**src/rtl/ldcr_pkg.sv**
```systemverilog
package ldcr_pkg;

    // register byte offsets on the serial host bus
    localparam logic [7:0] ADDR_EN_HIGH = 8'h00;
    localparam logic [7:0] ADDR_EN_LOW = 8'h01;
    localparam logic [7:0] ADDR_PER_HIGH = 8'h02;
    localparam logic [7:0] ADDR_PER_LOW = 8'h03;
    localparam logic [7:0] ADDR_OVP = 8'h04;
    localparam logic [7:0] ADDR_DITHER = 8'h05;
    localparam logic [7:0] ADDR_HOLD_HIGH = 8'h38;
    localparam logic [7:0] ADDR_HOLD_LOW = 8'h39;

    // field widths and positions
    localparam int NUM_CH = 8;
    localparam int PER_W = 13;
    localparam int PER_HIGH_W = 5;
    localparam int OVP_W = 5;
    localparam int HOLD_W = 12;
    localparam int HOLD_HIGH_W = 4;
    localparam int DERATE_BIT = 2;
    localparam int DITHER_MSB = 1;
    localparam int DITHER_LSB = 0;

    // reset values
    localparam logic [7:0] RST_EN_HIGH = 8'h03;
    localparam logic [7:0] RST_EN_LOW = 8'hff;
    localparam logic [4:0] RST_PER_HIGH = 5'h0f;
    localparam logic [7:0] RST_PER_LOW = 8'hff;
    localparam logic [4:0] RST_OVP = 5'h1c;
    localparam logic RST_DERATE = 1'b0;
    localparam logic [1:0] RST_DITHER = 2'h0;
    localparam logic [1:0] DITHER_OFF = 2'h0;

    // timing
    localparam int CLK_NS = 50;
    localparam int STEP_NS = 1500;
    localparam int ONTIME_MAX_NS = 9830000;
    localparam int STEP_CYCLES = (STEP_NS + CLK_NS - 1) / CLK_NS;
    localparam int ONTIME_MAX_STEPS = ONTIME_MAX_NS / STEP_NS;

    // serial bus slave address, value is arbitrary
    localparam logic [6:0] DEV_ADDR = 7'h2a;

    typedef enum logic [1:0] {
        ST_WAIT = 2'b00,
        ST_CHECK = 2'b01,
        ST_RUN = 2'b11,
        ST_HALT = 2'b10
    } ldcr_start_t;

    typedef enum logic [2:0] {
        BUS_IDLE = 3'b000,
        BUS_ADDR = 3'b001,
        BUS_ACK = 3'b011,
        BUS_WRITE = 3'b010,
        BUS_READ = 3'b110,
        BUS_RACK = 3'b111,
        BUS_RLOAD = 3'b101
    } ldcr_bus_t;

endpackage

```
**src/rtl/ldcr_top.sv**
```systemverilog
`timescale 1ns/10ps
`default_nettype none

// What this block does
// - eight enable bits, all set at reset; bit k drives channel k+1 only once register 0x00 (reset 0x03) is zero
// - enabled unpopulated channel halts startup, stays dark, fault low
// - hold bits latch and clear only where host writes a one
// - period is (N+1) steps of 1.5 us, N from high and low bytes
// - period value resets to 0x0fff, 4096 steps
// - on-time clamped at ONTIME_MAX_STEPS steps (9.830 ms) by comparing the period position, capping duty cycle
// - 5-bit overvoltage trip code, 8 V plus 1 V per step, reset 0x1c
// - bit 2 enables thermal derating, reset disabled
// - 2-bit dither field: off, 5, 10, 15 percent, reset off
// - no dithering while frequency comes from external sync input
module ldcr_top #(
    parameter int ONTIME_MAX_STEPS = ldcr_pkg::ONTIME_MAX_STEPS,
    parameter logic [6:0] DEV_ADDR = ldcr_pkg::DEV_ADDR
) (
    input wire logic mclk_i,
    input wire logic resetn_i,
    input wire logic scl_i,
    input wire logic sda_i,
    output logic sda_o,
    output logic sda_oe_o,
    input wire logic [7:0] unpopulated_i,
    input wire logic freq_set_or_external_sync_pin_i,
    input wire logic startup_req_i,
    input wire logic [11:0] fault_event_i,
    input wire logic [7:0][12:0] ontime_i,
    output logic [7:0] led_on_o,
    output logic fault_n_o,
    output logic [4:0] overvoltage_trip_code_o,
    output logic thermal_derate_enable_o,
    output logic [1:0] dither_o
);

    localparam logic [12:0] ONTIME_MAX = 13'(ONTIME_MAX_STEPS);
    localparam logic [4:0] STEP_LAST = 5'(ldcr_pkg::STEP_CYCLES - 1);

    // pin synchronisers
    logic [1:0] scl_sync_reg, sda_sync_reg, ext_sync_reg;
    logic [7:0] unpop_meta_reg, unpop_reg;
    logic scl_prev_reg, sda_prev_reg;

    always_ff @(posedge mclk_i) begin
        if (!resetn_i) begin
            scl_sync_reg <= 2'h3;
            sda_sync_reg <= 2'h3;
            ext_sync_reg <= 2'h0;
            unpop_meta_reg <= 8'h00;
            unpop_reg <= 8'h00;
            scl_prev_reg <= 1'b1;
            sda_prev_reg <= 1'b1;
        end else begin
            scl_sync_reg <= {scl_sync_reg[0], scl_i};
            sda_sync_reg <= {sda_sync_reg[0], sda_i};
            ext_sync_reg <= {ext_sync_reg[0], freq_set_or_external_sync_pin_i};
            unpop_meta_reg <= unpopulated_i;
            unpop_reg <= unpop_meta_reg;
            scl_prev_reg <= scl_sync_reg[1];
            sda_prev_reg <= sda_sync_reg[1];
        end
    end

    logic scl_s, sda_s, scl_rise, scl_fall, bus_start, bus_stop;
    assign scl_s = scl_sync_reg[1];
    assign sda_s = sda_sync_reg[1];
    assign scl_rise = scl_s & ~scl_prev_reg;
    assign scl_fall = ~scl_s & scl_prev_reg;
    assign bus_start = scl_s & scl_prev_reg & sda_prev_reg & ~sda_s;
    assign bus_stop = scl_s & scl_prev_reg & ~sda_prev_reg & sda_s;

    // configuration registers
    logic [7:0] en_high_reg, en_low_reg, per_low_reg;
    logic [4:0] per_high_reg, ovp_reg;
    logic derate_reg;
    logic [1:0] dither_reg;
    logic [11:0] hold_reg;
    logic wr_pulse;
    logic [7:0] ptr_reg, shift_reg;

    always_ff @(posedge mclk_i) begin
        if (!resetn_i) begin
            en_high_reg <= ldcr_pkg::RST_EN_HIGH;
            en_low_reg <= ldcr_pkg::RST_EN_LOW;
            per_high_reg <= ldcr_pkg::RST_PER_HIGH;
            per_low_reg <= ldcr_pkg::RST_PER_LOW;
            ovp_reg <= ldcr_pkg::RST_OVP;
            derate_reg <= ldcr_pkg::RST_DERATE;
            dither_reg <= ldcr_pkg::RST_DITHER;
        end else if (wr_pulse) begin
            unique case (ptr_reg)
                ldcr_pkg::ADDR_EN_HIGH: en_high_reg <= shift_reg;
                ldcr_pkg::ADDR_EN_LOW: en_low_reg <= shift_reg;
                ldcr_pkg::ADDR_PER_HIGH:
                    per_high_reg <= shift_reg[ldcr_pkg::PER_HIGH_W-1:0];
                ldcr_pkg::ADDR_PER_LOW: per_low_reg <= shift_reg;
                ldcr_pkg::ADDR_OVP: ovp_reg <= shift_reg[ldcr_pkg::OVP_W-1:0];
                ldcr_pkg::ADDR_DITHER: begin
                    derate_reg <= shift_reg[ldcr_pkg::DERATE_BIT];
                    dither_reg <= shift_reg[ldcr_pkg::DITHER_MSB:
                                            ldcr_pkg::DITHER_LSB];
                end
                default: ;
            endcase
        end
    end

    // latched fault hold, set wins over clear
    logic [11:0] hold_clr;
    always_comb begin
        hold_clr = 12'h000;
        if (wr_pulse && ptr_reg == ldcr_pkg::ADDR_HOLD_HIGH)
            hold_clr[11:8] = shift_reg[ldcr_pkg::HOLD_HIGH_W-1:0];
        if (wr_pulse && ptr_reg == ldcr_pkg::ADDR_HOLD_LOW)
            hold_clr[7:0] = shift_reg;
    end

    always_ff @(posedge mclk_i) begin
        if (!resetn_i)
            hold_reg <= 12'h000;
        else
            hold_reg <= (hold_reg & ~hold_clr) | fault_event_i;
    end

    // read mux, unused bits zero
    function automatic logic [7:0] read_byte(input logic [7:0] a);
        unique case (a)
            ldcr_pkg::ADDR_EN_HIGH: read_byte = en_high_reg;
            ldcr_pkg::ADDR_EN_LOW: read_byte = en_low_reg;
            ldcr_pkg::ADDR_PER_HIGH: read_byte = {3'h0, per_high_reg};
            ldcr_pkg::ADDR_PER_LOW: read_byte = per_low_reg;
            ldcr_pkg::ADDR_OVP: read_byte = {3'h0, ovp_reg};
            ldcr_pkg::ADDR_DITHER:
                read_byte = {5'h00, derate_reg, dither_reg};
            ldcr_pkg::ADDR_HOLD_HIGH: read_byte = {4'h0, hold_reg[11:8]};
            ldcr_pkg::ADDR_HOLD_LOW: read_byte = hold_reg[7:0];
            default: read_byte = 8'h00;
        endcase
    endfunction

    // serial bus slave
    ldcr_pkg::ldcr_bus_t bus_reg;
    logic [2:0] bit_reg;
    logic rw_reg, first_reg, ack_on_reg, sda_oe_reg;
    logic [7:0] rbyte;
    logic shift_valid_reg;
    always_comb rbyte = read_byte(ptr_reg);
    assign wr_pulse = (bus_reg == ldcr_pkg::BUS_ACK) && scl_fall
                      && !ack_on_reg && !rw_reg && !first_reg
                      && shift_valid_reg;

    always_ff @(posedge mclk_i) begin
        if (!resetn_i) begin
            bus_reg <= ldcr_pkg::BUS_IDLE;
            bit_reg <= 3'h0;
            rw_reg <= 1'b0;
            first_reg <= 1'b0;
            ack_on_reg <= 1'b0;
            sda_oe_reg <= 1'b0;
            ptr_reg <= 8'h00;
            shift_reg <= 8'h00;
            shift_valid_reg <= 1'b0;
        end else if (bus_start) begin
            bus_reg <= ldcr_pkg::BUS_ADDR;
            bit_reg <= 3'h0;
            first_reg <= 1'b1;
            rw_reg <= 1'b0;
            ack_on_reg <= 1'b0;
            sda_oe_reg <= 1'b0;
            shift_valid_reg <= 1'b0;
        end else if (bus_stop) begin
            bus_reg <= ldcr_pkg::BUS_IDLE;
            sda_oe_reg <= 1'b0;
        end else begin
            unique case (bus_reg)
                ldcr_pkg::BUS_IDLE: ;
                ldcr_pkg::BUS_ADDR, ldcr_pkg::BUS_WRITE: begin
                    if (scl_rise) begin
                        shift_reg <= {shift_reg[6:0], sda_s};
                        bit_reg <= bit_reg + 3'h1;
                        if (bit_reg == 3'h7) begin
                            if (bus_reg == ldcr_pkg::BUS_ADDR) begin
                                rw_reg <= sda_s;
                                shift_valid_reg <= 1'b0;
                                bus_reg <= (shift_reg[6:0] == DEV_ADDR)
                                    ? ldcr_pkg::BUS_ACK
                                    : ldcr_pkg::BUS_IDLE;
                            end else begin
                                shift_valid_reg <= 1'b1;
                                bus_reg <= ldcr_pkg::BUS_ACK;
                            end
                        end
                    end
                end
                ldcr_pkg::BUS_ACK: begin
                    if (scl_fall && !ack_on_reg) begin
                        ack_on_reg <= 1'b1;
                        sda_oe_reg <= 1'b1;
                        if (shift_valid_reg && first_reg) begin
                            ptr_reg <= shift_reg;
                            first_reg <= 1'b0;
                        end else if (wr_pulse) begin
                            ptr_reg <= ptr_reg + 8'h01;
                        end
                    end else if (scl_fall) begin
                        ack_on_reg <= 1'b0;
                        bit_reg <= 3'h0;
                        if (rw_reg) begin
                            shift_reg <= rbyte;
                            sda_oe_reg <= ~rbyte[7];
                            ptr_reg <= ptr_reg + 8'h01;
                            bus_reg <= ldcr_pkg::BUS_READ;
                        end else begin
                            sda_oe_reg <= 1'b0;
                            bus_reg <= ldcr_pkg::BUS_WRITE;
                        end
                    end
                end
                ldcr_pkg::BUS_READ: begin
                    if (scl_fall) begin
                        if (bit_reg == 3'h7) begin
                            sda_oe_reg <= 1'b0;
                            bus_reg <= ldcr_pkg::BUS_RACK;
                        end else begin
                            shift_reg <= {shift_reg[6:0], 1'b0};
                            sda_oe_reg <= ~shift_reg[6];
                            bit_reg <= bit_reg + 3'h1;
                        end
                    end
                end
                ldcr_pkg::BUS_RACK: begin
                    if (scl_rise)
                        bus_reg <= sda_s ? ldcr_pkg::BUS_IDLE
                                         : ldcr_pkg::BUS_RLOAD;
                end
                ldcr_pkg::BUS_RLOAD: begin
                    if (scl_fall) begin
                        bit_reg <= 3'h0;
                        shift_reg <= rbyte;
                        sda_oe_reg <= ~rbyte[7];
                        ptr_reg <= ptr_reg + 8'h01;
                        bus_reg <= ldcr_pkg::BUS_READ;
                    end
                end
                default: bus_reg <= ldcr_pkg::BUS_IDLE;
            endcase
        end
    end

    // startup check
    ldcr_pkg::ldcr_start_t start_reg;
    logic conflict, high_clear;
    assign conflict = |(unpop_reg & en_low_reg);
    assign high_clear = (en_high_reg == 8'h00);
    logic running;
    assign running = (start_reg == ldcr_pkg::ST_RUN) && high_clear;

    always_ff @(posedge mclk_i) begin
        if (!resetn_i) begin
            start_reg <= ldcr_pkg::ST_WAIT;
        end else begin
            unique case (start_reg)
                ldcr_pkg::ST_WAIT:
                    if (startup_req_i)
                        start_reg <= ldcr_pkg::ST_CHECK;
                ldcr_pkg::ST_CHECK:
                    start_reg <= conflict ? ldcr_pkg::ST_HALT
                                          : ldcr_pkg::ST_RUN;
                ldcr_pkg::ST_RUN, ldcr_pkg::ST_HALT:
                    if (!startup_req_i)
                        start_reg <= ldcr_pkg::ST_WAIT;
            endcase
        end
    end

    // dimming period time base
    logic [4:0] step_reg;
    logic [12:0] pos_reg, per_act_reg;
    logic step_tick;
    assign step_tick = (step_reg == STEP_LAST);

    always_ff @(posedge mclk_i) begin
        if (!resetn_i) begin
            step_reg <= 5'h00;
            pos_reg <= 13'h0000;
            per_act_reg <= {ldcr_pkg::RST_PER_HIGH, ldcr_pkg::RST_PER_LOW};
        end else begin
            step_reg <= step_tick ? 5'h00 : step_reg + 5'h01;
            if (!running) begin
                // idle: next period starts fresh from the live value
                pos_reg <= 13'h0000;
                per_act_reg <= {per_high_reg, per_low_reg};
            end else if (step_tick) begin
                if (pos_reg >= per_act_reg) begin
                    pos_reg <= 13'h0000;
                    per_act_reg <= {per_high_reg, per_low_reg};
                end else begin
                    pos_reg <= pos_reg + 13'h0001;
                end
            end
        end
    end

    // per-channel drive

    generate
        for (genvar k = 0; k < ldcr_pkg::NUM_CH; k++) begin : g_ch
            always_ff @(posedge mclk_i) begin
                if (!resetn_i)
                    led_on_o[k] <= 1'b0;
                else
                    led_on_o[k] <= running && en_low_reg[k]
                        && !unpop_reg[k]
                        && pos_reg < ontime_i[k]
                        && pos_reg < ONTIME_MAX;
            end
        end
    endgenerate

    // outputs
    always_ff @(posedge mclk_i) begin
        if (!resetn_i) begin
            fault_n_o <= 1'b1;
            overvoltage_trip_code_o <= ldcr_pkg::RST_OVP;
            thermal_derate_enable_o <= ldcr_pkg::RST_DERATE;
            dither_o <= ldcr_pkg::DITHER_OFF;
            sda_o <= 1'b0;
            sda_oe_o <= 1'b0;
        end else begin
            fault_n_o <= (start_reg != ldcr_pkg::ST_HALT);
            overvoltage_trip_code_o <= ovp_reg;
            thermal_derate_enable_o <= derate_reg;
            dither_o <= ext_sync_reg[1] ? ldcr_pkg::DITHER_OFF
                                        : dither_reg;
            sda_o <= 1'b0;
            sda_oe_o <= sda_oe_reg;
        end
    end

endmodule

`default_nettype wire

```
**config.mk**
```make
export PLATFORM = sky130hd
export DESIGN_NAME = ldcr_top
export DESIGN_NICKNAME = d
export VERILOG_FILES = /design/src/rtl/ldcr_pkg.sv /design/src/rtl/ldcr_top.sv
export SDC_FILE = /design/constraint.sdc
export NUM_CORES = 1
export LEC_CHECK = 0
export BUFFER_PORTS_ARGS = -buffer_cell sky130_fd_sc_hd__buf_2
export CAP_MARGIN = 0
export CORE_ASPECT_RATIO = 1.4
export CORE_MARGIN = 1
export CORE_UTILIZATION = 33
export CTS_CLUSTER_DIAMETER = 40
export DETAILED_ROUTE_END_ITERATION = 10
export GPL_ROUTABILITY_DRIVEN = 1
export PLACE_DENSITY = 0.57
export REMOVE_ABC_BUFFERS = 1
export SLEW_MARGIN = 0
export SYNTH_ARGS = -nofsm -noshare
export SYNTH_HDL_FRONTEND = slang
export SYNTH_SLANG_ARGS = --single-unit
```
**constraint.sdc**
```tcl
create_clock -name mclk_i -period 3.4 [get_ports mclk_i]
set_input_delay 0.17 -clock mclk_i [delete_from_list [all_inputs] [get_ports mclk_i]]
set_output_delay 0.17 -clock mclk_i [all_outputs]
set_load 0.1 [all_outputs]
```
After elaboration in Yosys (flattened, before gate mapping)
Index checks and enable logic that the tools add are counted.

Logic and storage cells: 276. Flip-flop bits (word level): 151.

Reductions and logical operators: 90. Bitwise operators: 21. Mux-type cells: 62. Add/sub/neg operators: 4. Equal/unequal tests: 47. Order comparisons: 10.

Operators with widths (number): 8-bit two-way mux (14); 13-bit < comparator (8); 8-bit case mux with 8 select lines (1); 13-bit two-way mux (4); 3-bit two-way mux (15); 1-bit logical AND (42); 4-bit inequality test (second input constant) (8); 8-bit case mux with 4 select lines (1); 2-bit inequality test (second input constant) (14); 3-bit case mux with 6 select lines (1); 2-bit AND reduction (9); 9-bit AND reduction (2); 1-bit two-way mux (17); 8-bit by 2-bit == test with 1-bit output (second input constant) (2); 8-bit by 3-bit == test with 1-bit output (second input constant) (2); 8-bit by 6-bit == test with 1-bit output (second input constant) (2); 8-bit logical NOT (2); 8-bit case mux with 2 select lines (1); 13-bit by 1-bit adder with 13-bit output (second input constant) (1); 13-bit greater-or-equal comparator (1); 13-bit < comparator (second input constant) (1); 12-bit bitwise AND (1); 3-bit == test (second input constant) (4); 12-bit inverter (1); 38 further kinds (80).

Logic depth before layout (Yosys ltp)
Word-level depth: 12. Mapped depth: 10. Mapped depth without buffers: 8.

Least setup slack after synthesis
OpenSTA, ideal clock, no wires.

Kind: reg-to-reg. Start point: reg pos_reg[10]. End point: reg per_act_reg[3]. Cell stages (with the launch flop): 9. Buffers on the path: 1. Required time: 3259 ps. Arrival time: 1979 ps. Setup slack: 1280 ps. Path through: dfxtp_1 ha_1 a21o_1 a21o_1 a211oi_2 o2111ai_4 buf_4 nand2_1 o211ai_1.

Word-level cells in the longest chain between the ends: 3.

RTL lines: from (decl) (line ldcr_top.sv:279) `logic [12:0] pos_reg, per_act_reg;`; from (signal assigned) (line ldcr_top.sv:299) `pos_reg <= pos_reg + 13'h0001;`; 13-bit greater-or-equal comparator (line ldcr_top.sv:295) `if (pos_reg >= per_act_reg) begin`; 2-bit by 1-bit inequality test with 1-bit output (no line); 2-bit AND reduction (no line); to (signal assigned) (line ldcr_top.sv:287) `per_act_reg <= {ldcr_pkg::RST_PER_HIGH, ldcr_pkg::RST_PER_LOW};`; to (signal assigned) (line ldcr_top.sv:293) `per_act_reg <= {per_high_reg, per_low_reg};`; to (signal assigned) (line ldcr_top.sv:297) `per_act_reg <= {per_high_reg, per_low_reg};`; to (decl) (line ldcr_top.sv:279).

No other way between the ends. A chain may end at the register's enable or synchronous reset.

Final worst setup path
Start point: reg pos_reg[10]. End point: reg per_act_reg[0].

Same word-level chain as after synthesis.

==> results.md <==
- Avg Inst Size Synth: roughly 8.6 um^2
- Final setup fails: 0
- Setup bufs post-CTS: 0
- Minimum clock period after layout: between 2 and 3 ns
- Worst path depth: 7
- DR WL/cell: around 16 um
- Cell Area, Synth: 9350 um^2
- Layout area overhead: 20.3%
- Cells after Synth: 1084
- Synth Warn #: 0
- Slew HR: 50.8%
- Largest net degree at the start of global routing: between 90 and 100
- Yosys reg bits: between 150 and 200
- Crit Path Max Fanout: 24
- Hold endpoint: ovp_reg[2]
- Critical path type: reg2reg
- Die Span X: 144 um
- Vias in the first global route: between 8000 and 9000
- Static leakage: roughly 0.0059 uW
- # rows: slightly above 70
- Critical path launch point type: flop
- HPWL Detailed: between 20000 and 25000 um
- Slew @ Worst Pin: 0.737 ns
- Slew Viols, Final: 0
- First-pass GRT wire length: 41500 um
- Seq/Total Area, Yosys: between 30% and 40%
- Required @ worst endpoint: between 3 and 4 ns
- Worst reg-to-reg path cell count: 7
- RSZ-0062 raised after global routing: false
- Synth area leaders: dfxtp_1, ha_1, inv_1, mux2i_1, nand2_1
- Peak VDD IR: ~0.34 mV
- Detailed Routing Iterations Pass 1: 8
- Post-synth EDFFs: 0
- CTS Buf Count: 17
- Clock Sinks: 151
- R2r setup slk: about 0.78 ns
- Initial DRC count: between 300 and 400
- Cell mode on critical path: a21o_1
- CP max stage cell: dfxtp_1
- PwrDens: approximately 350 nW/um^2
- Initial antenna violation count: 0
- Post-route DRC: 0
- IO Count: about 150
- Netlist cell types: just under 80
- Synth top area share: approximately a third
- Vias per cell: 5.00
- CTS tree: done
- Worst skew pair latency: about 0.43 ns
- Largest stage delay on the critical path: 0.67 ns
- FMAX: roughly 380 MHz
- Tcrit/Tclk final: between 70 and 80%
- Vias: between 8000 and 9000
- Fin Clk Skew: roughly 0.0095 ns
- Worst Path Arrival: around 2.9 ns
- # fillers: a little under 3000
- DIE AREA: between 20000 and 30000 um^2
- Area leader, netlist: dfxtp_1
- Fin Hold WS: 0.119 ns
- Max capacitance violation total: 0
- FFs w/ async S/R, synth: 0%
- Ant diodes: 0
- WP buf/inv: 0
- Most frequent cells in the layout: dfxtp_1, buf_2, inv_1
- Die Span Y: slightly above 200 um
- Most common cell after layout, fill and taps aside: dfxtp_1
- GR Util All Layers: a little under a fifth
- Crit-path cells: ha_1 > a21o_1 > a21o_1 > a211oi_2 > o2111ai_4 > mux2i_1 > nand2_1
- RePlAce Congestion: about 0.87
- Clock transition at path regs: ~0.060 ns
- CP delay by family, top: compound AO/OA/AOI/OAI gates
- Final Routed Wirelength: between 20000 and 30000 um
- Initial Utilization: approximately a third
- Worst hold path depth: 2
- Post-synth top flop: dfxtp_1
- Final Hold Viols: 0
- Total core area: roughly 28000 um^2
- CTS H-tree depth: 4
- Hold Path Class: in2reg
- Min-delay src: resetn_i
- Pwr Total: just under 4000 uW
- Antenna viol nets, final: 0
- Reg-to-reg startpoint: pos_reg[10]
- Layout cell share with drive strength beyond 1: between 15 and 20%
- CTS Root Cell: clkbuf_16
- GRT overflow: 0
- CP endpoint kind: flop
- Status: completed
- Cts repair resizes: 0
- Setup TNS Final: 0 ns
- Port Buf Inserts: 147
- Final net count: approximately 1500
- Clk buf depth: 2
- Reg-to-reg endpoint: per_act_reg[0]
==> report_power, final <==
part | leakage (uW) | total [uW] | switching (uW) | internal (uW)
clock network | 0.000266 | 1860 | 799 | 1060
logic | 0.00442 | 296 | 149 | 147
registers | 0.00123 | 1820 | 22.7 | 1800
==> final cells by class <==
class	count	area, um^2	share of cell area (%)
clock buffer	20	457	4.06
clock inverter	12	120	1.07
inverter	125	469	4.17
multi-input combinational	765	5630	50.1
sequential	151	3020	26.9
tap	370	463	4.11
timing repair buffer	184	1090	9.65
==> timing repair <==
item                                    in CTS  in global routing
endpoints found under the setup margin       0                  0
endpoints found under the hold margin       25                  0
hold buffers                                24                  0
==> stage by stage <==
stage	cells	area (um^2)	utilization, %	worst slack (ns)
finish	1627	11300	40.5	0.776
global route	1627	11300	40.5	0.572
CTS	1627	11300	40.5	0.781
detailed placement	1571	10400	37.6	0.794
global placement	1571	10400	37.6	0.838
floorplan	1041	9130	-	1.22
==> cell families (layout without fill, tap and decap cells) <==
group	after synthesis	after routing	synth area share [%]
other cells	1	1	0.0401
fa+ha+maj	118	118	15.8
simple gates	352	352	20.1
xor+xnor	17	17	1.67
mux	41	41	4.39
compound gates	236	236	18.3
flops	151	151	32.3
buf+inv	168	341	7.43
==> worst max-delay path by stage <==
stage,start,endpoint
5_1_grt,pos_reg[5],per_act_reg[0]
4_1_cts,pos_reg[10],per_act_reg[0]
6_report,pos_reg[10],per_act_reg[0]
2_1_floorplan,pos_reg[12],per_act_reg[0]
3_5_place_dp,pos_reg[5],per_act_reg[0]
3_3_place_gp,pos_reg[10],per_act_reg[0]
==> per-layer routing <==
layer | wire (um) | up-vias | GRT usage (%)
li1 | - | 4105 | -
met1 | 10800 | 3757 | 20.2
met2 | 13700 | 216 | 34.7
met3 | 1040 | 58 | 2.78
met4 | 991 | 0 | 9.02
met5 | 0 | - | 0
==> Yosys cell counts (all sizes together), types with 26 or more instances <==
cell    number
dfxtp      151
ha         118
inv        125
nand2      105
a21oi       67
clkbuf      27
o21ai       28
mux2i       41
nor2b       34
a21o        38
nor2        68
and2        26
Note: power is estimated with default switching activity, not from simulation.
